File: config.mk
export PLATFORM = sky130hd
export DESIGN_NAME = rxpp_top
export DESIGN_NICKNAME = d
export VERILOG_FILES = /design/src/shared/rxpp_pkg.sv /design/src/rtl/rxpp_fcs.sv /design/src/rtl/rxpp_top.sv
export SDC_FILE = /design/constraint.sdc
export NUM_CORES = 1
export LEC_CHECK = 0
export BUFFER_PORTS_ARGS = -buffer_cell sky130_fd_sc_hd__buf_2
export CAP_MARGIN = 10
export CORE_MARGIN = 2
export CORE_UTILIZATION = 43
export DETAILED_ROUTE_END_ITERATION = 10
export PLACE_DENSITY = 0.69
export RECOVER_POWER = 100
export SYNTH_ARGS = -nofsm -noshare
export SYNTH_HDL_FRONTEND = slang
export SYNTH_SLANG_ARGS = --single-unit
File: constraint.sdc
create_clock -name aclk -period 4.6 [get_ports aclk]
set_input_delay 0.92 -clock aclk [delete_from_list [all_inputs] [get_ports aclk]]
set_output_delay 0.92 -clock aclk [all_outputs]
set_load 0.1 [all_outputs]
File: src/shared/rxpp_pkg.sv
// How it works
// check_sequence_off set skips all FCS checking
// short_check_select picks 16-bit, else 32-bit
// check_bytes_keep clear strips FCS bytes
// descramble unless descramble_off is set
// bit_order_reverse puts first bit in LSB
// clear channel keeps only descramble and reorder
// programmed minimum packet length incl. FCS bytes
// floor minimum six, four or two bytes
// 16-bit maximum length, resets to 0x0600
// maximum below minimum discards every packet
// clear channel cuts chunks of maximum length
// live bits show counters non-zero
// latch five per-packet error events
// latch counter non-zero rising edges only
// enable bit per latched bit gates interrupt
// software masks count irq without FCS
// 24-bit count of non-aborted stored packets
// software writes zero to control bit six
// 24-bit count of FCS errored packets
// 24-bit count of aborted packets
// 24-bit count of size violation packets
// latched bits sticky, irq ORs enabled ones
// counter bytes read from consistent snapshot
package rxpp_pkg;

  localparam int          ADDR_W        = 16;
  localparam int          IDX_W         = 14;
  localparam int          CNT_W         = 24;
  localparam int          CNT_N         = 4;
  localparam int          SCR_LEN       = 43;

  ////////////////////////////////////////////////////////////////////////////////
  // register indices, byte address is four times the index
  localparam logic [13:0] IDX_CTL1      = 14'h1000;
  localparam logic [13:0] IDX_MIN       = 14'h1001;
  localparam logic [13:0] IDX_MAX_LO    = 14'h1002;
  localparam logic [13:0] IDX_MAX_HI    = 14'h1003;
  localparam logic [13:0] IDX_LIVE      = 14'h100F;
  localparam logic [13:0] IDX_LATCHED   = 14'h1011;
  localparam logic [13:0] IDX_IRQ_EN    = 14'h1013;
  localparam logic [13:0] IDX_CNT_BASE  = 14'h1014;
  localparam logic [13:0] IDX_CNT_END   = 14'h1024;
  localparam logic [1:0]  CNT_BYTE_GAP  = 2'h3;

  // counter slots, in address order
  localparam logic [1:0]  CNT_GOOD      = 2'h0;
  localparam logic [1:0]  CNT_FCS       = 2'h1;
  localparam logic [1:0]  CNT_ABORT     = 2'h2;
  localparam logic [1:0]  CNT_SIZE      = 2'h3;

  ////////////////////////////////////////////////////////////////////////////////
  // control one fields
  localparam int          B_FCS_OFF     = 5;
  localparam int          B_SHORT       = 4;
  localparam int          B_KEEP        = 3;
  localparam int          B_DESCR_OFF   = 2;
  localparam int          B_REVERSE     = 1;
  localparam int          B_CLEAR_CH    = 0;
  localparam logic [7:0]  CTL1_WMASK    = 8'hBF;

  // latched status and enable positions
  localparam int          L_FCS_ERR     = 7;
  localparam int          L_ABORT       = 6;
  localparam int          L_PARTIAL     = 5;
  localparam int          L_RUNT        = 4;
  localparam int          L_GIANT       = 3;
  localparam int          L_FCS_RISE    = 2;
  localparam int          L_ABORT_RISE  = 1;
  localparam int          L_SIZE_RISE   = 0;

  ////////////////////////////////////////////////////////////////////////////////
  // reset values
  localparam logic [7:0]  RST_CTL1      = 8'h00;
  localparam logic [7:0]  RST_MIN       = 8'h00;
  localparam logic [15:0] RST_MAX       = 16'h0600;
  localparam logic [7:0]  RST_IRQ_EN    = 8'h00;

  // smallest packet regardless of the programmed minimum
  localparam logic [15:0] FLOOR_FCS32   = 16'h0006;
  localparam logic [15:0] FLOOR_FCS16   = 16'h0004;
  localparam logic [15:0] FLOOR_NO_FCS  = 16'h0002;
  localparam logic [2:0]  DEPTH_FCS32   = 3'h4;
  localparam logic [2:0]  DEPTH_FCS16   = 3'h2;

  // reflected check sequences, bits fed first-received first
  localparam logic [31:0] FCS_INIT      = 32'hFFFFFFFF;
  localparam logic [31:0] FCS_POLY32    = 32'hEDB88320;
  localparam logic [31:0] FCS_POLY16    = 32'h00008408;
  localparam logic [31:0] FCS_RES32     = 32'hDEBB20E3;
  localparam logic [15:0] FCS_RES16     = 16'hF0B8;

  localparam logic [1:0]  AXI_OKAY      = 2'h0;

  typedef enum logic {RX_IDLE, RX_PKT} rxpp_rx_e;

endpackage

File: src/rtl/rxpp_fcs.sv
`timescale 1ns/1ps
module rxpp_fcs
  import rxpp_pkg::*;
(
  input  wire logic aclk,
  input  wire logic aresetn,
  input  wire logic clear,
  input  wire logic bit_valid,
  input  wire logic bit_in,
  input  wire logic wide,
  output logic      crc_ok
);

  typedef struct packed {
    logic [31:0] crc;
  } rxpp_fcs_s;

  rxpp_fcs_s st;
  rxpp_fcs_s next_st;

  function automatic logic [31:0] crc_step(input logic [31:0] c,
                                           input logic        b,
                                           input logic [31:0] poly);
    logic fb;
    fb = c[0] ^ b;
    crc_step = (c >> 1) ^ (fb ? poly : 32'h00000000);
  endfunction

  ////////////////////////////////////////////////////////////////////////////////
  // in 16-bit mode the upper half is held at zero so no bits leak down
  always_comb
  begin
    next_st = st;
    if (clear)
    begin
      next_st.crc = FCS_INIT;
    end
    else if (bit_valid)
    begin
      next_st.crc = wide ? crc_step(st.crc, bit_in, FCS_POLY32)
                         : crc_step({16'h0000, st.crc[15:0]}, bit_in, FCS_POLY16);
    end
  end

  always_ff @(posedge aclk)
  begin
    if (!aresetn)
    begin
      st.crc <= FCS_INIT;
    end
    else
    begin
      st <= next_st;
    end
  end

  assign crc_ok = wide ? (st.crc == FCS_RES32) : (st.crc[15:0] == FCS_RES16);

endmodule

File: src/rtl/rxpp_top.sv
`timescale 1ns/1ps
module rxpp_top
  import rxpp_pkg::*;
(
  input  wire logic              aclk,
  input  wire logic              aresetn,
  input  wire logic [ADDR_W-1:0] s_axi_awaddr,
  input  wire logic              s_axi_awvalid,
  output logic                   s_axi_awready,
  input  wire logic [31:0]       s_axi_wdata,
  input  wire logic [3:0]        s_axi_wstrb,
  input  wire logic              s_axi_wvalid,
  output logic                   s_axi_wready,
  output logic [1:0]             s_axi_bresp,
  output logic                   s_axi_bvalid,
  input  wire logic              s_axi_bready,
  input  wire logic [ADDR_W-1:0] s_axi_araddr,
  input  wire logic              s_axi_arvalid,
  output logic                   s_axi_arready,
  output logic [31:0]            s_axi_rdata,
  output logic [1:0]             s_axi_rresp,
  output logic                   s_axi_rvalid,
  input  wire logic              s_axi_rready,
  input  wire logic              rx_bit_valid,
  input  wire logic              rx_bit,
  input  wire logic              rx_eop,
  input  wire logic              rx_abort,
  output logic [7:0]             fifo_byte,
  output logic                   fifo_valid,
  output logic                   fifo_sop,
  output logic                   fifo_eop,
  output logic                   fifo_bad,
  output logic                   irq
);

  typedef struct packed {
    rxpp_rx_e                       rx;
    logic [7:0]                     ctl1;
    logic [7:0]                     min_size;
    logic [15:0]                    max_size;
    logic [7:0]                     irq_en;
    logic [7:0]                     latched;
    logic [CNT_N-1:0][CNT_W-1:0]    cnt;
    logic [CNT_N-1:0][15:0]         snap;
    logic [SCR_LEN-1:0]             scr;
    logic [7:0]                     sh;
    logic [2:0]                     bitcnt;
    logic [15:0]                    len;
    logic [3:0][7:0]                hold;
    logic [2:0]                     hold_cnt;
    logic                           sop_pend;
    logic [7:0]                     out_byte;
    logic                           out_valid;
    logic                           out_sop;
    logic                           out_eop;
    logic                           out_bad;
    logic                           aw_full;
    logic [ADDR_W-1:0]              awaddr;
    logic                           w_full;
    logic [7:0]                     wdata;
    logic                           wstrb0;
    logic                           bvalid;
    logic                           rvalid;
    logic [7:0]                     rdata;
  } rxpp_state_s;

  rxpp_state_s st;
  rxpp_state_s next_st;

  logic        crc_ok;
  logic        cc;
  logic        fcs_on;
  logic        d_bit;
  logic        byte_done;
  logic        pkt_end;
  logic        discard_all;
  logic        ev_abort;
  logic        ev_size;
  logic        ev_fcs;
  logic        ev_good;
  logic        partial;
  logic        runt;
  logic        giant;
  logic [15:0] eff_min;
  logic [2:0]  depth;
  logic [2:0]  live;
  logic [7:0]  clr_vec;

  ////////////////////////////////////////////////////////////////////////////////
  // helpers

  function automatic logic [2:0] fcs_depth(input logic [7:0] c);
    if (c[B_CLEAR_CH] || c[B_FCS_OFF] || c[B_KEEP])
      fcs_depth = 3'h0;
    else
      fcs_depth = c[B_SHORT] ? DEPTH_FCS16 : DEPTH_FCS32;
  endfunction

  function automatic logic [7:0] rd_byte(input rxpp_state_s s,
                                         input logic [IDX_W-1:0] idx,
                                         input logic [2:0] lv);
    logic [IDX_W-1:0] off;
    logic [1:0]       k;
    off     = IDX_W'(idx - IDX_CNT_BASE);
    k       = off[3:2];
    rd_byte = 8'h00;
    if (idx == IDX_CTL1)
      rd_byte = s.ctl1 & CTL1_WMASK;
    else if (idx == IDX_MIN)
      rd_byte = s.min_size;
    else if (idx == IDX_MAX_LO)
      rd_byte = s.max_size[7:0];
    else if (idx == IDX_MAX_HI)
      rd_byte = s.max_size[15:8];
    else if (idx == IDX_LIVE)
      rd_byte = {5'h00, lv};
    else if (idx == IDX_LATCHED)
      rd_byte = s.latched;
    else if (idx == IDX_IRQ_EN)
      rd_byte = s.irq_en;
    else if (idx >= IDX_CNT_BASE && idx < IDX_CNT_END && off[1:0] != CNT_BYTE_GAP)
    begin
      unique case (off[1:0])
        2'h0:    rd_byte = s.cnt[k][7:0];
        2'h1:    rd_byte = s.snap[k][7:0];
        default: rd_byte = s.snap[k][15:8];
      endcase
    end
  endfunction

  ////////////////////////////////////////////////////////////////////////////////
  // packet decisions

  assign cc          = st.ctl1[B_CLEAR_CH];
  assign fcs_on      = !st.ctl1[B_FCS_OFF];
  assign d_bit       = st.ctl1[B_DESCR_OFF] ? rx_bit : rx_bit ^ st.scr[SCR_LEN-1];
  assign byte_done   = rx_bit_valid && (st.bitcnt == 3'h7);
  assign depth       = fcs_depth(st.ctl1);
  assign pkt_end     = !cc && (st.rx == RX_PKT) && (rx_eop || rx_abort);
  assign eff_min     = ({8'h00, st.min_size} > (fcs_on ? (st.ctl1[B_SHORT] ? FLOOR_FCS16
                       : FLOOR_FCS32) : FLOOR_NO_FCS)) ? {8'h00, st.min_size}
                       : (fcs_on ? (st.ctl1[B_SHORT] ? FLOOR_FCS16 : FLOOR_FCS32)
                       : FLOOR_NO_FCS);
  assign partial     = st.bitcnt != 3'h0;
  assign runt        = st.len < eff_min;
  assign giant       = st.len > st.max_size;
  assign discard_all = st.max_size < {8'h00, st.min_size};
  assign ev_abort    = pkt_end && rx_abort;
  assign ev_size     = pkt_end && !rx_abort && (partial || runt || giant);
  assign ev_fcs      = pkt_end && !rx_abort && !ev_size && fcs_on && !crc_ok;
  assign ev_good     = pkt_end && !rx_abort && !ev_size && !ev_fcs && !discard_all;
  assign live        = {st.cnt[CNT_FCS] != '0, st.cnt[CNT_ABORT] != '0,
                        st.cnt[CNT_SIZE] != '0};
  assign clr_vec     = (st.aw_full && st.w_full && !st.bvalid && st.wstrb0 &&
                        st.awaddr[ADDR_W-1:2] == IDX_LATCHED) ? st.wdata : 8'h00;

  rxpp_fcs u_fcs (
    .aclk      (aclk),
    .aresetn   (aresetn),
    .clear     (pkt_end || cc),
    .bit_valid (rx_bit_valid && !cc),
    .bit_in    (d_bit),
    .wide      (!st.ctl1[B_SHORT]),
    .crc_ok    (crc_ok)
  );

  ////////////////////////////////////////////////////////////////////////////////
  // next state

  always_comb
  begin
    logic [7:0]       nb;
    logic [7:0]       set_vec;
    logic [IDX_W-1:0] ridx;
    logic [IDX_W-1:0] widx;
    logic [IDX_W-1:0] roff;
    nb                = 8'h00;
    set_vec           = 8'h00;
    ridx              = s_axi_araddr[ADDR_W-1:2];
    widx              = st.awaddr[ADDR_W-1:2];
    roff              = IDX_W'(ridx - IDX_CNT_BASE);
    next_st           = st;
    next_st.out_valid = 1'b0;
    next_st.out_sop   = 1'b0;
    next_st.out_eop   = 1'b0;
    next_st.out_bad   = 1'b0;

    // line side: descrambler history runs on raw received bits
    if (rx_bit_valid)
    begin
      next_st.scr    = {st.scr[SCR_LEN-2:0], rx_bit};
      next_st.sh     = st.ctl1[B_REVERSE] ? {d_bit, st.sh[7:1]}
                                          : {st.sh[6:0], d_bit};
      next_st.bitcnt = 3'(st.bitcnt + 3'h1);
      if (st.rx == RX_IDLE && !cc)
      begin
        next_st.rx       = RX_PKT;
        next_st.sop_pend = 1'b1;
      end
    end
    nb = next_st.sh;

    if (byte_done)
    begin
      if (st.len != 16'hFFFF)
        next_st.len = 16'(st.len + 16'h0001);
      // trailing check bytes wait in the hold line until the packet ends
      if (st.hold_cnt == depth)
      begin
        next_st.out_valid = 1'b1;
        next_st.out_byte  = (depth == 3'h0) ? nb : st.hold[2'(depth - 3'h1)];
        next_st.out_sop   = st.sop_pend;
        next_st.sop_pend  = 1'b0;
      end
      else
      begin
        next_st.hold_cnt = 3'(st.hold_cnt + 3'h1);
      end
      next_st.hold = {st.hold[2:0], nb};
      if (cc)
      begin
        next_st.out_sop = st.sop_pend || (st.len == 16'h0000);
        if (16'(st.len + 16'h0001) >= st.max_size)
        begin
          next_st.out_eop  = 1'b1;
          next_st.len      = 16'h0000;
          next_st.sop_pend = 1'b1;
        end
      end
    end

    if (pkt_end)
    begin
      next_st.out_eop  = 1'b1;
      next_st.out_bad  = rx_abort || ev_size || ev_fcs || discard_all;
      next_st.rx       = RX_IDLE;
      next_st.len      = 16'h0000;
      next_st.bitcnt   = 3'h0;
      next_st.hold_cnt = 3'h0;
      next_st.sop_pend = 1'b0;
    end
    if (cc)
      next_st.rx = RX_IDLE;

    // event counters wrap, live bits follow them
    if (ev_good)
      next_st.cnt[CNT_GOOD] = CNT_W'(st.cnt[CNT_GOOD] + 24'h000001);
    if (ev_fcs)
      next_st.cnt[CNT_FCS] = CNT_W'(st.cnt[CNT_FCS] + 24'h000001);
    if (ev_abort)
      next_st.cnt[CNT_ABORT] = CNT_W'(st.cnt[CNT_ABORT] + 24'h000001);
    if (ev_size)
      next_st.cnt[CNT_SIZE] = CNT_W'(st.cnt[CNT_SIZE] + 24'h000001);

    set_vec[L_FCS_ERR]    = ev_fcs;
    set_vec[L_ABORT]      = ev_abort;
    set_vec[L_PARTIAL]    = ev_size && partial;
    set_vec[L_RUNT]       = ev_size && runt;
    set_vec[L_GIANT]      = ev_size && giant;
    set_vec[L_FCS_RISE]   = (next_st.cnt[CNT_FCS] != '0) && (st.cnt[CNT_FCS] == '0);
    set_vec[L_ABORT_RISE] = (next_st.cnt[CNT_ABORT] != '0) && (st.cnt[CNT_ABORT] == '0);
    set_vec[L_SIZE_RISE]  = (next_st.cnt[CNT_SIZE] != '0) && (st.cnt[CNT_SIZE] == '0);
    // a set in the clearing cycle survives
    next_st.latched = (st.latched & ~clr_vec) | set_vec;

    // bus: address and data may arrive in either order
    if (s_axi_awvalid && s_axi_awready)
    begin
      next_st.aw_full = 1'b1;
      next_st.awaddr  = s_axi_awaddr;
    end
    if (s_axi_wvalid && s_axi_wready)
    begin
      next_st.w_full = 1'b1;
      next_st.wdata  = s_axi_wdata[7:0];
      next_st.wstrb0 = s_axi_wstrb[0];
    end
    if (st.aw_full && st.w_full && !st.bvalid)
    begin
      next_st.aw_full = 1'b0;
      next_st.w_full  = 1'b0;
      next_st.bvalid  = 1'b1;
      if (st.wstrb0)
      begin
        if (widx == IDX_CTL1)
          next_st.ctl1 = st.wdata & CTL1_WMASK;
        else if (widx == IDX_MIN)
          next_st.min_size = st.wdata;
        else if (widx == IDX_MAX_LO)
          next_st.max_size[7:0] = st.wdata;
        else if (widx == IDX_MAX_HI)
          next_st.max_size[15:8] = st.wdata;
        else if (widx == IDX_IRQ_EN)
          next_st.irq_en = st.wdata;
      end
    end
    if (st.bvalid && s_axi_bready)
      next_st.bvalid = 1'b0;

    if (s_axi_arvalid && s_axi_arready)
    begin
      next_st.rvalid = 1'b1;
      next_st.rdata  = rd_byte(st, ridx, live);
      if (ridx >= IDX_CNT_BASE && ridx < IDX_CNT_END && roff[1:0] == 2'h0)
        next_st.snap[roff[3:2]] = st.cnt[roff[3:2]][CNT_W-1:8];
    end
    if (st.rvalid && s_axi_rready)
      next_st.rvalid = 1'b0;
  end

  always_ff @(posedge aclk)
  begin
    if (!aresetn)
    begin
      st          <= '0;
      st.rx       <= RX_IDLE;
      st.ctl1     <= RST_CTL1;
      st.min_size <= RST_MIN;
      st.max_size <= RST_MAX;
      st.irq_en   <= RST_IRQ_EN;
    end
    else
    begin
      st <= next_st;
    end
  end

  ////////////////////////////////////////////////////////////////////////////////
  // outputs

  assign s_axi_awready = !st.aw_full && !st.bvalid;
  assign s_axi_wready  = !st.w_full && !st.bvalid;
  assign s_axi_bvalid  = st.bvalid;
  assign s_axi_bresp   = AXI_OKAY;
  assign s_axi_arready = !st.rvalid;
  assign s_axi_rvalid  = st.rvalid;
  assign s_axi_rdata   = {24'h000000, st.rdata};
  assign s_axi_rresp   = AXI_OKAY;
  assign fifo_byte     = st.out_byte;
  assign fifo_valid    = st.out_valid;
  assign fifo_sop      = st.out_sop;
  assign fifo_eop      = st.out_eop;
  assign fifo_bad      = st.out_bad;
  assign irq           = |(st.latched & st.irq_en);
endmodule

Word level (Yosys, flattened, before mapping)
Cells that the tools add are included.
{"block": "classes", "addsub": 9, "mux": 47, "eq_ne": 20, "order_cmp": 10, "reduce_logical": 86, "bitwise_logic": 15}
{"op": "== test 14 x 13 -> 1 bit, second input constant", "n": 13}
{"op": "nonzero test 24 bit", "n": 6}
{"op": "two-way mux 8 bit", "n": 13}
{"op": "adder 24 x 1 -> 24 bit, second input constant", "n": 4}
{"op": "two-way mux 16 bit", "n": 6}
{"op": "two-way mux 24 bit", "n": 4}
{"op": "logical NOT 24 bit", "n": 3}
{"op": "bitwise mux 64 bit", "n": 1}
{"op": "two-way mux 32 bit", "n": 2}
{"op": "binary-select mux 24 bit (select 2 bit)", "n": 1}
{"op": "logical AND 1 bit", "n": 34}
{"op": "binary-select mux 16 bit (select 2 bit)", "n": 1}
{"op": "demux 16 bit (select 2 bit)", "n": 1}
{"op": "== test 32 bit, second input constant", "n": 1}
{"op": "less-than comparator 16 x 8 -> 1 bit", "n": 2}
{"op": "XOR 15 x 32 -> 32 bit", "n": 1}
{"op": "XOR 31 x 32 -> 32 bit", "n": 1}
{"op": "two-way mux 11 bit", "n": 2}
{"op": "adder 16 x 1 -> 16 bit, second input constant", "n": 1}
{"op": "bitwise AND 8 bit", "n": 2}
{"op": "binary-select mux 8 bit (select 2 bit)", "n": 1}
{"op": "== test 16 bit, second input constant", "n": 1}
{"op": ">= comparator 16 bit", "n": 1}
{"op": "greater-than comparator 16 bit", "n": 1}
{"op": "37 further kinds", "n": 84}
{"block": "totals", "output_inout_bits": 54, "ff_bits": 395, "in_bits": 79, "elab_cells": 226}

Logic depth before layout (Yosys ltp)
Gate-level depths: netlist of run 1.
{"block": "logic_depth", "word_depth": 16, "ltp_mapped": 22}

Modules after synthesis
From an unflattened synthesis of run 1, not the netlist that was laid out.
{"block": "hier_totals", "hier_cells": 2360, "area_unflattened_um2": 20459.6}
{"mod": "rxpp_top", "cells_each": 2205, "n_inst": 1, "area_per_inst_um2": 19059.5}
{"mod": "rxpp_fcs", "cells_each": 155, "n_inst": 1, "area_per_inst_um2": 1400.1}

Worst setup path before layout of run 1
Ideal clock, no wire load.
{"block": "synth_timing", "path_type": "input port to flip-flop", "from": "in s_axi_araddr[4]", "to": "reg st[177] in the netlist's numbering", "required_time_ns": 4.530, "setup_ns": 0.070, "n_path_buf": 6, "setup_slack_ns": -0.289, "t_arrival_ns": 4.818, "path_stages": 15, "cell_sequence": "clkbuf_1 -> buf_1 -> clkbuf_1 -> clkbuf_1 -> inv_1 -> ha_1 -> a21oi_1 -> a21oi_1 -> nor2_1 -> and3_1 -> and2_1 -> clkbuf_1 -> clkbuf_1 -> nand2_1 -> a21oi_1"}
{"block": "synth_between", "elab_chain_cells": 6}
{"element": "from (decl)", "line": "rxpp_top.sv:17", "source": "input wire logic [ADDR_W-1:0] s_axi_araddr,"}
{"element": "subtractor 4 x 3 -> 4 bit", "line": "rxpp_top.sv:181", "source": "roff = IDX_W'(ridx - IDX_CNT_BASE);"}
{"element": "less-than comparator 2 x 3 -> 1 bit (implied by the code) / >= comparator 2 x 1 -> 1 bit (equally long branches)", "line": "rxpp_top.sv:305", "source": "next_st.snap[roff[3:2]] = st.cnt[roff[3:2]][CNT_W-1:8];"}
{"element": "logical AND 1 bit (implied by the code)", "line": "rxpp_top.sv:305"}
{"element": "two-way mux 16 bit (implied by the code)", "line": "rxpp_top.sv:305"}
{"element": "demux 16 bit (select 2 bit)", "line": "rxpp_top.sv:305"}
{"element": "bitwise mux 64 bit", "line": "rxpp_top.sv:305"}
{"element": "to (signal assigned)", "line": "rxpp_top.sv:324", "source": "st <= next_st;"}
{"element": "to (decl)", "line": "rxpp_top.sv:67", "source": "rxpp_state_s st;"}
Parallel ways exist; a longest one is shown, timed or not. The select of a mux whose other input is x is not followed.
A chain may end at the register's enable or synchronous reset.

Worst setup path in the final report of run 1
{"block": "layout_timing", "from": "reg st[360] in the netlist's numbering", "to": "reg st[317] in the netlist's numbering"}
{"block": "layout_between", "elab_chain_cells": 15}
{"element": "two-way mux 3 bit", "line": "rxpp_top.sv:140, rxpp_top.sv:142"}
{"element": "greater-than comparator 8 x 16 -> 1 bit", "line": "rxpp_top.sv:140", "source": "assign eff_min = ({8'h00, st.min_size} > (fcs_on ? (st.ctl1[B_SHORT] ? FLOOR_FCS16"}
{"element": "two-way mux 8 bit", "line": "rxpp_top.sv:141", "source": ": FLOOR_FCS32) : FLOOR_NO_FCS)) ? {8'h00, st.min_size}"}
{"element": "less-than comparator 16 x 8 -> 1 bit", "line": "rxpp_top.sv:145", "source": "assign runt = st.len < eff_min;"}
{"element": "logical OR 1 bit (2 in series)", "line": "rxpp_top.sv:149", "source": "assign ev_size = pkt_end && !rx_abort && (partial || runt || giant);"}
{"element": "logical AND 1 bit", "line": "rxpp_top.sv:149"}
{"element": "logical NOT 1 bit", "line": "rxpp_top.sv:150", "source": "assign ev_fcs = pkt_end && !rx_abort && !ev_size && fcs_on && !crc_ok;"}
{"element": "logical AND 1 bit", "line": "rxpp_top.sv:150"}
{"element": "logical AND 1 bit (*) (2 in series)", "line": "rxpp_top.sv:150"}
{"element": "two-way mux 24 bit (*)", "line": "rxpp_top.sv:248", "source": "if (ev_fcs)"}
{"element": "nonzero test 24 bit (*)", "line": "rxpp_top.sv:260", "source": "set_vec[L_FCS_RISE] = (next_st.cnt[CNT_FCS] != '0) && (st.cnt[CNT_FCS] == '0);"}
{"element": "logical AND 1 bit (*)", "line": "rxpp_top.sv:260"}
{"element": "bitwise OR 8 bit (*)", "line": "rxpp_top.sv:264", "source": "next_st.latched = (st.latched & ~clr_vec) | set_vec;"}
Mark *: on every way between the ends. The rest lies on a longest branch, timed or not.

==> results of run 1 <==
## cells in the final DEF (no fill, tap or decap), types with 14 or more instances in the layout
master and n:
clkbuf_16 44, nand3_1 58, xor2_1 56, nor4_1 27
nor3_1 26, or3_1 28, ha_1 66, nand2_1 394
dfxtp_1 393, and3_1 41, inv_1 69, mux4_2 40
xnor2_1 54, o21ai_0 67, buf_2 44, a21oi_1 235
clkbuf_1 41, o22ai_1 14, nand4_1 40, conb_1 28
nor2_1 247, nand2b_1 15, mux2i_1 111, buf_4 24
a211oi_1 23
## final cells by class
cell class,count,area (um^2)
Antenna cell,1,2.502
Timing Repair Buffer,108,601.8
Clock inverter,18,261.5
Tap cell,607,759.5
Clock buffer,59,1247
Multi-Input combinational cell,1784,11180
Fill cell,4325,24160
Sequential cell,393,7868
Inverter,70,270.3
## sequential cells by signal, indices dropped and copies added, names as in the netlist, 8 cells and up
name	count
fifo_byte	8
s_axi_rdata	8
st	338
u_fcs.st	32
## worst reg2reg max path, delay by kind of cell (launching register included)
family          cells  cell delay [ns]
simple gates        7             1.60
flops               1             0.35
compound gates      7             1.69
fa+ha+maj           2             0.58
## kinds of logic (layout without fill, tap and decap cells)
kind of cell	after synthesis	in the layout	synth area share
fa+ha+maj	66	66	0.04106
other cells	1	29	0.0001865
buf+inv	269	255	0.05861
flops	393	393	0.3912
mux	156	156	0.1028
compound gates	454	454	0.1354
simple gates	970	970	0.2228
xor+xnor	110	110	0.04791
## per-layer routing
| metal | vias up | GRT usage |
|---|---|---|
| met2 | 574 | 0.3755 |
| met5 | - | 0 |
| met4 | 0 | 0.07987 |
| li1 | 8348 | - |
| met3 | 133 | 0.03313 |
| met1 | 8286 | 0.2848 |
## metrics by stage
stage          cell area, um^2  total power, mW  worst slack, ns
6_report                 22200            7.656           0.2369
5_1_grt                  22200            7.900          0.02234
4_1_cts                  22270            7.729           0.2630
3_5_place_dp             20760            4.084           0.3334
3_3_place_gp             20760            4.073           0.3541
2_1_floorplan            20210            3.980           0.1309
## where the power goes
part | internal [mW] | switching, mW | total [mW]
Combinational | 0.125 | 0.377 | 0.502
Clock | 2.19 | 1.45 | 3.65
Sequential | 3.45 | 0.0548 | 3.50
## how the worst min path moves through the flow
stage	startpoint	depth (start not counted)	slack, ns	to
3_5_place_dp	st[163]	2	0.44	st[163]
6_report	st[183]	2	0.45	st[183]
4_1_cts	st[177]	2	0.45	st[177]
3_3_place_gp	st[171]	2	0.43	st[171]
2_1_floorplan	st[171]	2	0.43	st[171]
5_1_grt	st[218]	2	0.47	st[218]
==> results.json, run 1 <==
{
  "synth_area_per_cell_um2": 8.314,
  "fin_hold_ws_ns": 0.4495,
  "grt_pass1_wl_um": 85970,
  "p_leak_nw": 8.183,
  "postCtsHoldBufs": 0,
  "ys_seq_area_frac": 0.3912,
  "die_width_um": 220.3,
  "hold_class": "flip-flop to flip-flop",
  "fin_nets": 2546,
  "yosysWarnings": 0,
  "wirelength_um": 54150,
  "violations": "max-capacitance violations, max-slew violations",
  "track_usage": 0.2211,
  "ys_top_cells_by_area": "dfxtp_1, nand2_1, a21oi_1, mux2i_1, nor2_1",
  "coreArea_mm2": 0.04636,
  "grt_max_degree": 173,
  "die_h_um": 220.3,
  "arrival_ns": 4.82,
  "synth_area_mm2": 0.02011,
  "detail_route.wl_per_cell_um": 17.81,
  "netlist.area_leader.share": 0.3912,
  "hold_viol_final": 0,
  "grt_overflow_total": 0,
  "ys.flop_type": "dfxtp_1",
  "cts_sinks": 393,
  "worstSetupStartpoint": "st[360]",
  "synthTopCellsByCount": "nand2_1, dfxtp_1, nor2_1",
  "worstSetupPathType": "flip-flop to flip-flop",
  "wl_met2_um": 25730,
  "reg2reg_from": "st[360]",
  "dr.pass1.iters": 6,
  "clock_latency_ns": 0.59,
  "drive_gt1_frac": 0.08265,
  "cp.required_ns": 5.05,
  "reg2regPathDepth": 16,
  "synth_cell_type_count": 74,
  "areaGrowthSynthToFinish_pct": 10.37,
  "path_depth": 16,
  "outcome": "finished with violations",
  "synth_most_common_cell": "nand2_1",
  "cts_tree": "built",
  "synth_largest_area_cell": "dfxtp_1",
  "vias": 17341,
  "worst_pin_slew_ns": 2.006,
  "ys_async_sr_fraction": 0,
  "synthCells": 2419,
  "top_layer_used": "met4",
  "final_util": 0.4788,
  "start_util": 0.4338,
  "ys_ff_latch": 393,
  "place_hpwl_um": 38220,
  "io_pins": 133,
  "critPathTopFamily": "compound AO/OA/AOI/OAI gates",
  "crit_slowest_cell": "or3_1",
  "cts_setup_buffers": 0,
  "cts_resized": 0,
  "cts_buffers": 44,
  "drc": 0,
  "fp-row-count": 79,
  "finClkSkew_ns": 0.02371,
  "antenna_found_initial": 1,
  "gp_congestion": 0.9926,
  "fin_crit_ns": 4.363,
  "routed_via_density": 5.704,
  "fin_cells": 3040,
  "dp_cells": 2962,
  "crit_path_end_kind": "flip-flop",
  "crit_chain": "nand2b_1, ha_1, nand2_1, o22ai_1, nand2_1, nor2_1, a21oi_1, ha_1, o2111ai_1, or2_2, o22a_1, or3_1, o31a_1, or3_1, a2111o_1, o311a_1",
  "wl_met3_um": 3324,
  "m1WireLength_um": 23110,
  "clk_path_buf_depth": 3,
  "post-route-period-util": 0.9485,
  "r2r_slack_ns": 0.24,
  "slew_headroom": -0.3371,
  "max_stage_delay_ns": 0.42,
  "fin_tns_setup_ns": 0,
  "h-tree-depth": 2,
  "root_buffer": "clkbuf_16",
  "crit_path_start_kind": "flip-flop",
  "max_freq_mhz": 229.2,
  "rsz0062_at_grt": "no",
  "crit_end": "st[317]",
  "clkTransAtPathRegs_ns": 0.06,
  "p_per_area_mw_per_mm2": 344.9,
  "cap_viol_max_count": 3,
  "finalSetupViolCount": 0,
  "slew_violations": 173,
  "drt_iter0_drc": 1581,
  "crit_buf_inv": 0,
  "ant_nets": 0,
  "dieArea_mm2": 0.04851,
  "first_global_vias": 16166,
  "worst_r2r_endpoint": "st[317]",
  "peakVddDrop_mv": 0.2914,
  "portBuffers": 73,
  "synth_edf_count": 0,
  "cp_max_fo": 5
}
(Power assumes the default switching activity.)
==> run 2: changes to the inputs <==
--- a/config.mk
+++ b/config.mk
@@ -9,8 +9,9 @@
 export CAP_MARGIN = 10
 export CORE_MARGIN = 2
 export CORE_UTILIZATION = 43
+export CTS_CLUSTER_SIZE = 40
 export DETAILED_ROUTE_END_ITERATION = 10
-export PLACE_DENSITY = 0.69
+export PLACE_DENSITY = 0.67
 export RECOVER_POWER = 100
 export SYNTH_ARGS = -nofsm -noshare
 export SYNTH_HDL_FRONTEND = slang
==> constraint.sdc (replaced) <==
create_clock -name aclk -period 4.52 [get_ports aclk]
set_input_delay 0.904 -clock aclk [delete_from_list [all_inputs] [get_ports aclk]]
set_output_delay 0.904 -clock aclk [all_outputs]
set_load 0.1 [all_outputs]
==> results.json, run 2 (same netlist as run 1, synthesis figures left out) <==
{
  "hold_viol_final": 0,
  "p_per_area_mw_per_mm2": 352.7,
  "die_h_um": 220.3,
  "fillCellCount": 4421,
  "grt_max_degree": 106,
  "dr.pass1.iters": 5,
  "clkTransAtPathRegs_ns": 0.06,
  "finClkSkew_ns": 0.03302,
  "drive_gt1_frac": 0.08946,
  "portBuffers": 73,
  "fin_nets": 2557,
  "arrival_ns": 4.74,
  "postCtsHoldBufs": 0,
  "worstSetupPathType": "flip-flop to flip-flop",
  "violations": "max-capacitance violations, max-slew violations",
  "clk_path_buf_depth": 3,
  "grt_pass1_wl_um": 87930,
  "finalSetupViolCount": 0,
  "start_util": 0.4338,
  "top_register": "st",
  "post-route-period-util": 0.9366,
  "p_leak_nw": 8.240,
  "io_pins": 133,
  "ant_nets": 0,
  "h-tree-depth": 2,
  "coreArea_mm2": 0.04636,
  "cts_buffers": 44,
  "peakVddDrop_mv": 0.2826,
  "grt_overflow_total": 0,
  "clock_latency_ns": 0.60,
  "detail_route.wl_per_cell_um": 17.94,
  "rsz0062_at_grt": "no",
  "cts_tree": "built",
  "gp_congestion": 0.9603,
  "slew_violations": 182,
  "cp.required_ns": 5.03,
  "reg.largest.list": "st: 338 flops, u_fcs.st: 32 flops",
  "fin_crit_ns": 4.233,
  "routed_via_density": 5.692,
  "crit_path_end_kind": "flip-flop",
  "antenna_cells": 0,
  "wirelength_um": 54790,
  "die_width_um": 220.3,
  "final_util": 0.4809,
  "slew_headroom": -1.218,
  "cts_setup_buffers": 0,
  "max_freq_mhz": 236.2,
  "outcome": "finished with violations",
  "fp-row-count": 79,
  "final_common_cell": "nand2_1",
  "final_cell_mix": "nand2_1, dfxtp_1, nor2_1, a21oi_1, mux2i_1",
  "crit_path_start_kind": "flip-flop",
  "root_buffer": "clkbuf_16",
  "cts_sinks": 393,
  "areaGrowthSynthToFinish_pct": 10.84,
  "track_usage": 0.2257,
  "cap_viol_max_count": 2,
  "first_global_vias": 16441,
  "fin_tns_setup_ns": 0,
  "worst_pin_slew_ns": 3.326,
  "largest_register_ffs": 338,
  "dieArea_mm2": 0.04851,
  "antenna_found_initial": 0,
  "cts_resized": 0,
  "place_hpwl_um": 38830,
  "hold_class": "flip-flop to flip-flop",
  "cp_max_fo": 20,
  "vias": 17390,
  "drt_iter0_drc": 1552,
  "drc": 0
}
run 2: cell types whose count changed in the layout (fill, tap and decap cells not counted), moves of 2 or more:
cell / previous run / this run
inv_8: 2 / 0
clkbuf_1: 41 / 39
buf_2: 44 / 46
and2_1: 13 / 18
clkbuf_4: 0 / 2
clkinv_2: 7 / 10
buf_4: 24 / 29
clkinvlp_4: 0 / 6
and2_0: 11 / 6
run 2: final cells by class:
class	count	area, um^2	share of cell area
Multi-Input combinational cell	1784	11180	0.5017
Sequential cell	393	7868	0.3529
Clock buffer	56	1236	0.05546
Tap cell	607	759.5	0.03407
Timing Repair Buffer	119	673.1	0.03020
Clock inverter	26	307.8	0.01381
Inverter	70	262.8	0.01179
run 2: routing by layer:
layer,GRT usage,up-vias,wire length [um]
met4,0.08792,0,2063
met5,0,-,0
li1,-,8397,-
met1,0.2932,8313,23720
met2,0.3737,547,25660
met3,0.03918,133,3344
run 2: worst max-delay path, stage by stage, from the launching register on:
cell and delay [ns]:
dfxtp_1 0.33, nand2b_1 0.18, ha_1 0.29, nand2_1 0.05, o22ai_1 0.18, nand2_1 0.13
nor2_1 0.11, a21oi_1 0.05, ha_1 0.28, o2111ai_1 0.13, or2_2 0.29, o22a_1 0.25
buf_4 0.19, or2_2 0.34, nor2_1 0.30, nand4_1 0.13, clkbuf_4 0.23, or4_1 0.52
a21oi_1 0.16
run 2: worst paths after layout:
path | start | end | cells after the start | slack (ns)
max | st[360] | st[229] | 18 | 0.29
min | st[193] | st[193] | 2 | 0.45
max reg2reg | st[360] | st[229] | 18 | 0.29
min reg2reg | st[193] | st[193] | 2 | 0.45
run 2: stage by stage:
step                worst slack [ns]  total power [mW]  area [um^2]  instances  hold WS [ns]
floorplan                    0.06692             4.050        20210       2446        0.4287
global placement              0.2818             4.152        20830       2972        0.4343
global route                0.006419             8.114        22290       3055        0.4686
CTS                           0.3196             7.922        22370       3054        0.4521
finish                        0.2867             7.862        22290       3055        0.4505
detailed placement            0.3399             4.162        20830       2972        0.4424
run 2: power breakdown:
part           internal [mW]  leakage [nW]  total, mW  switching [mW]
Combinational          0.136          4.31      0.524           0.388
Clock                   2.24         0.751       3.77            1.53
Sequential              3.51          3.18       3.56          0.0541
Total                   5.89          8.24       7.86            1.97
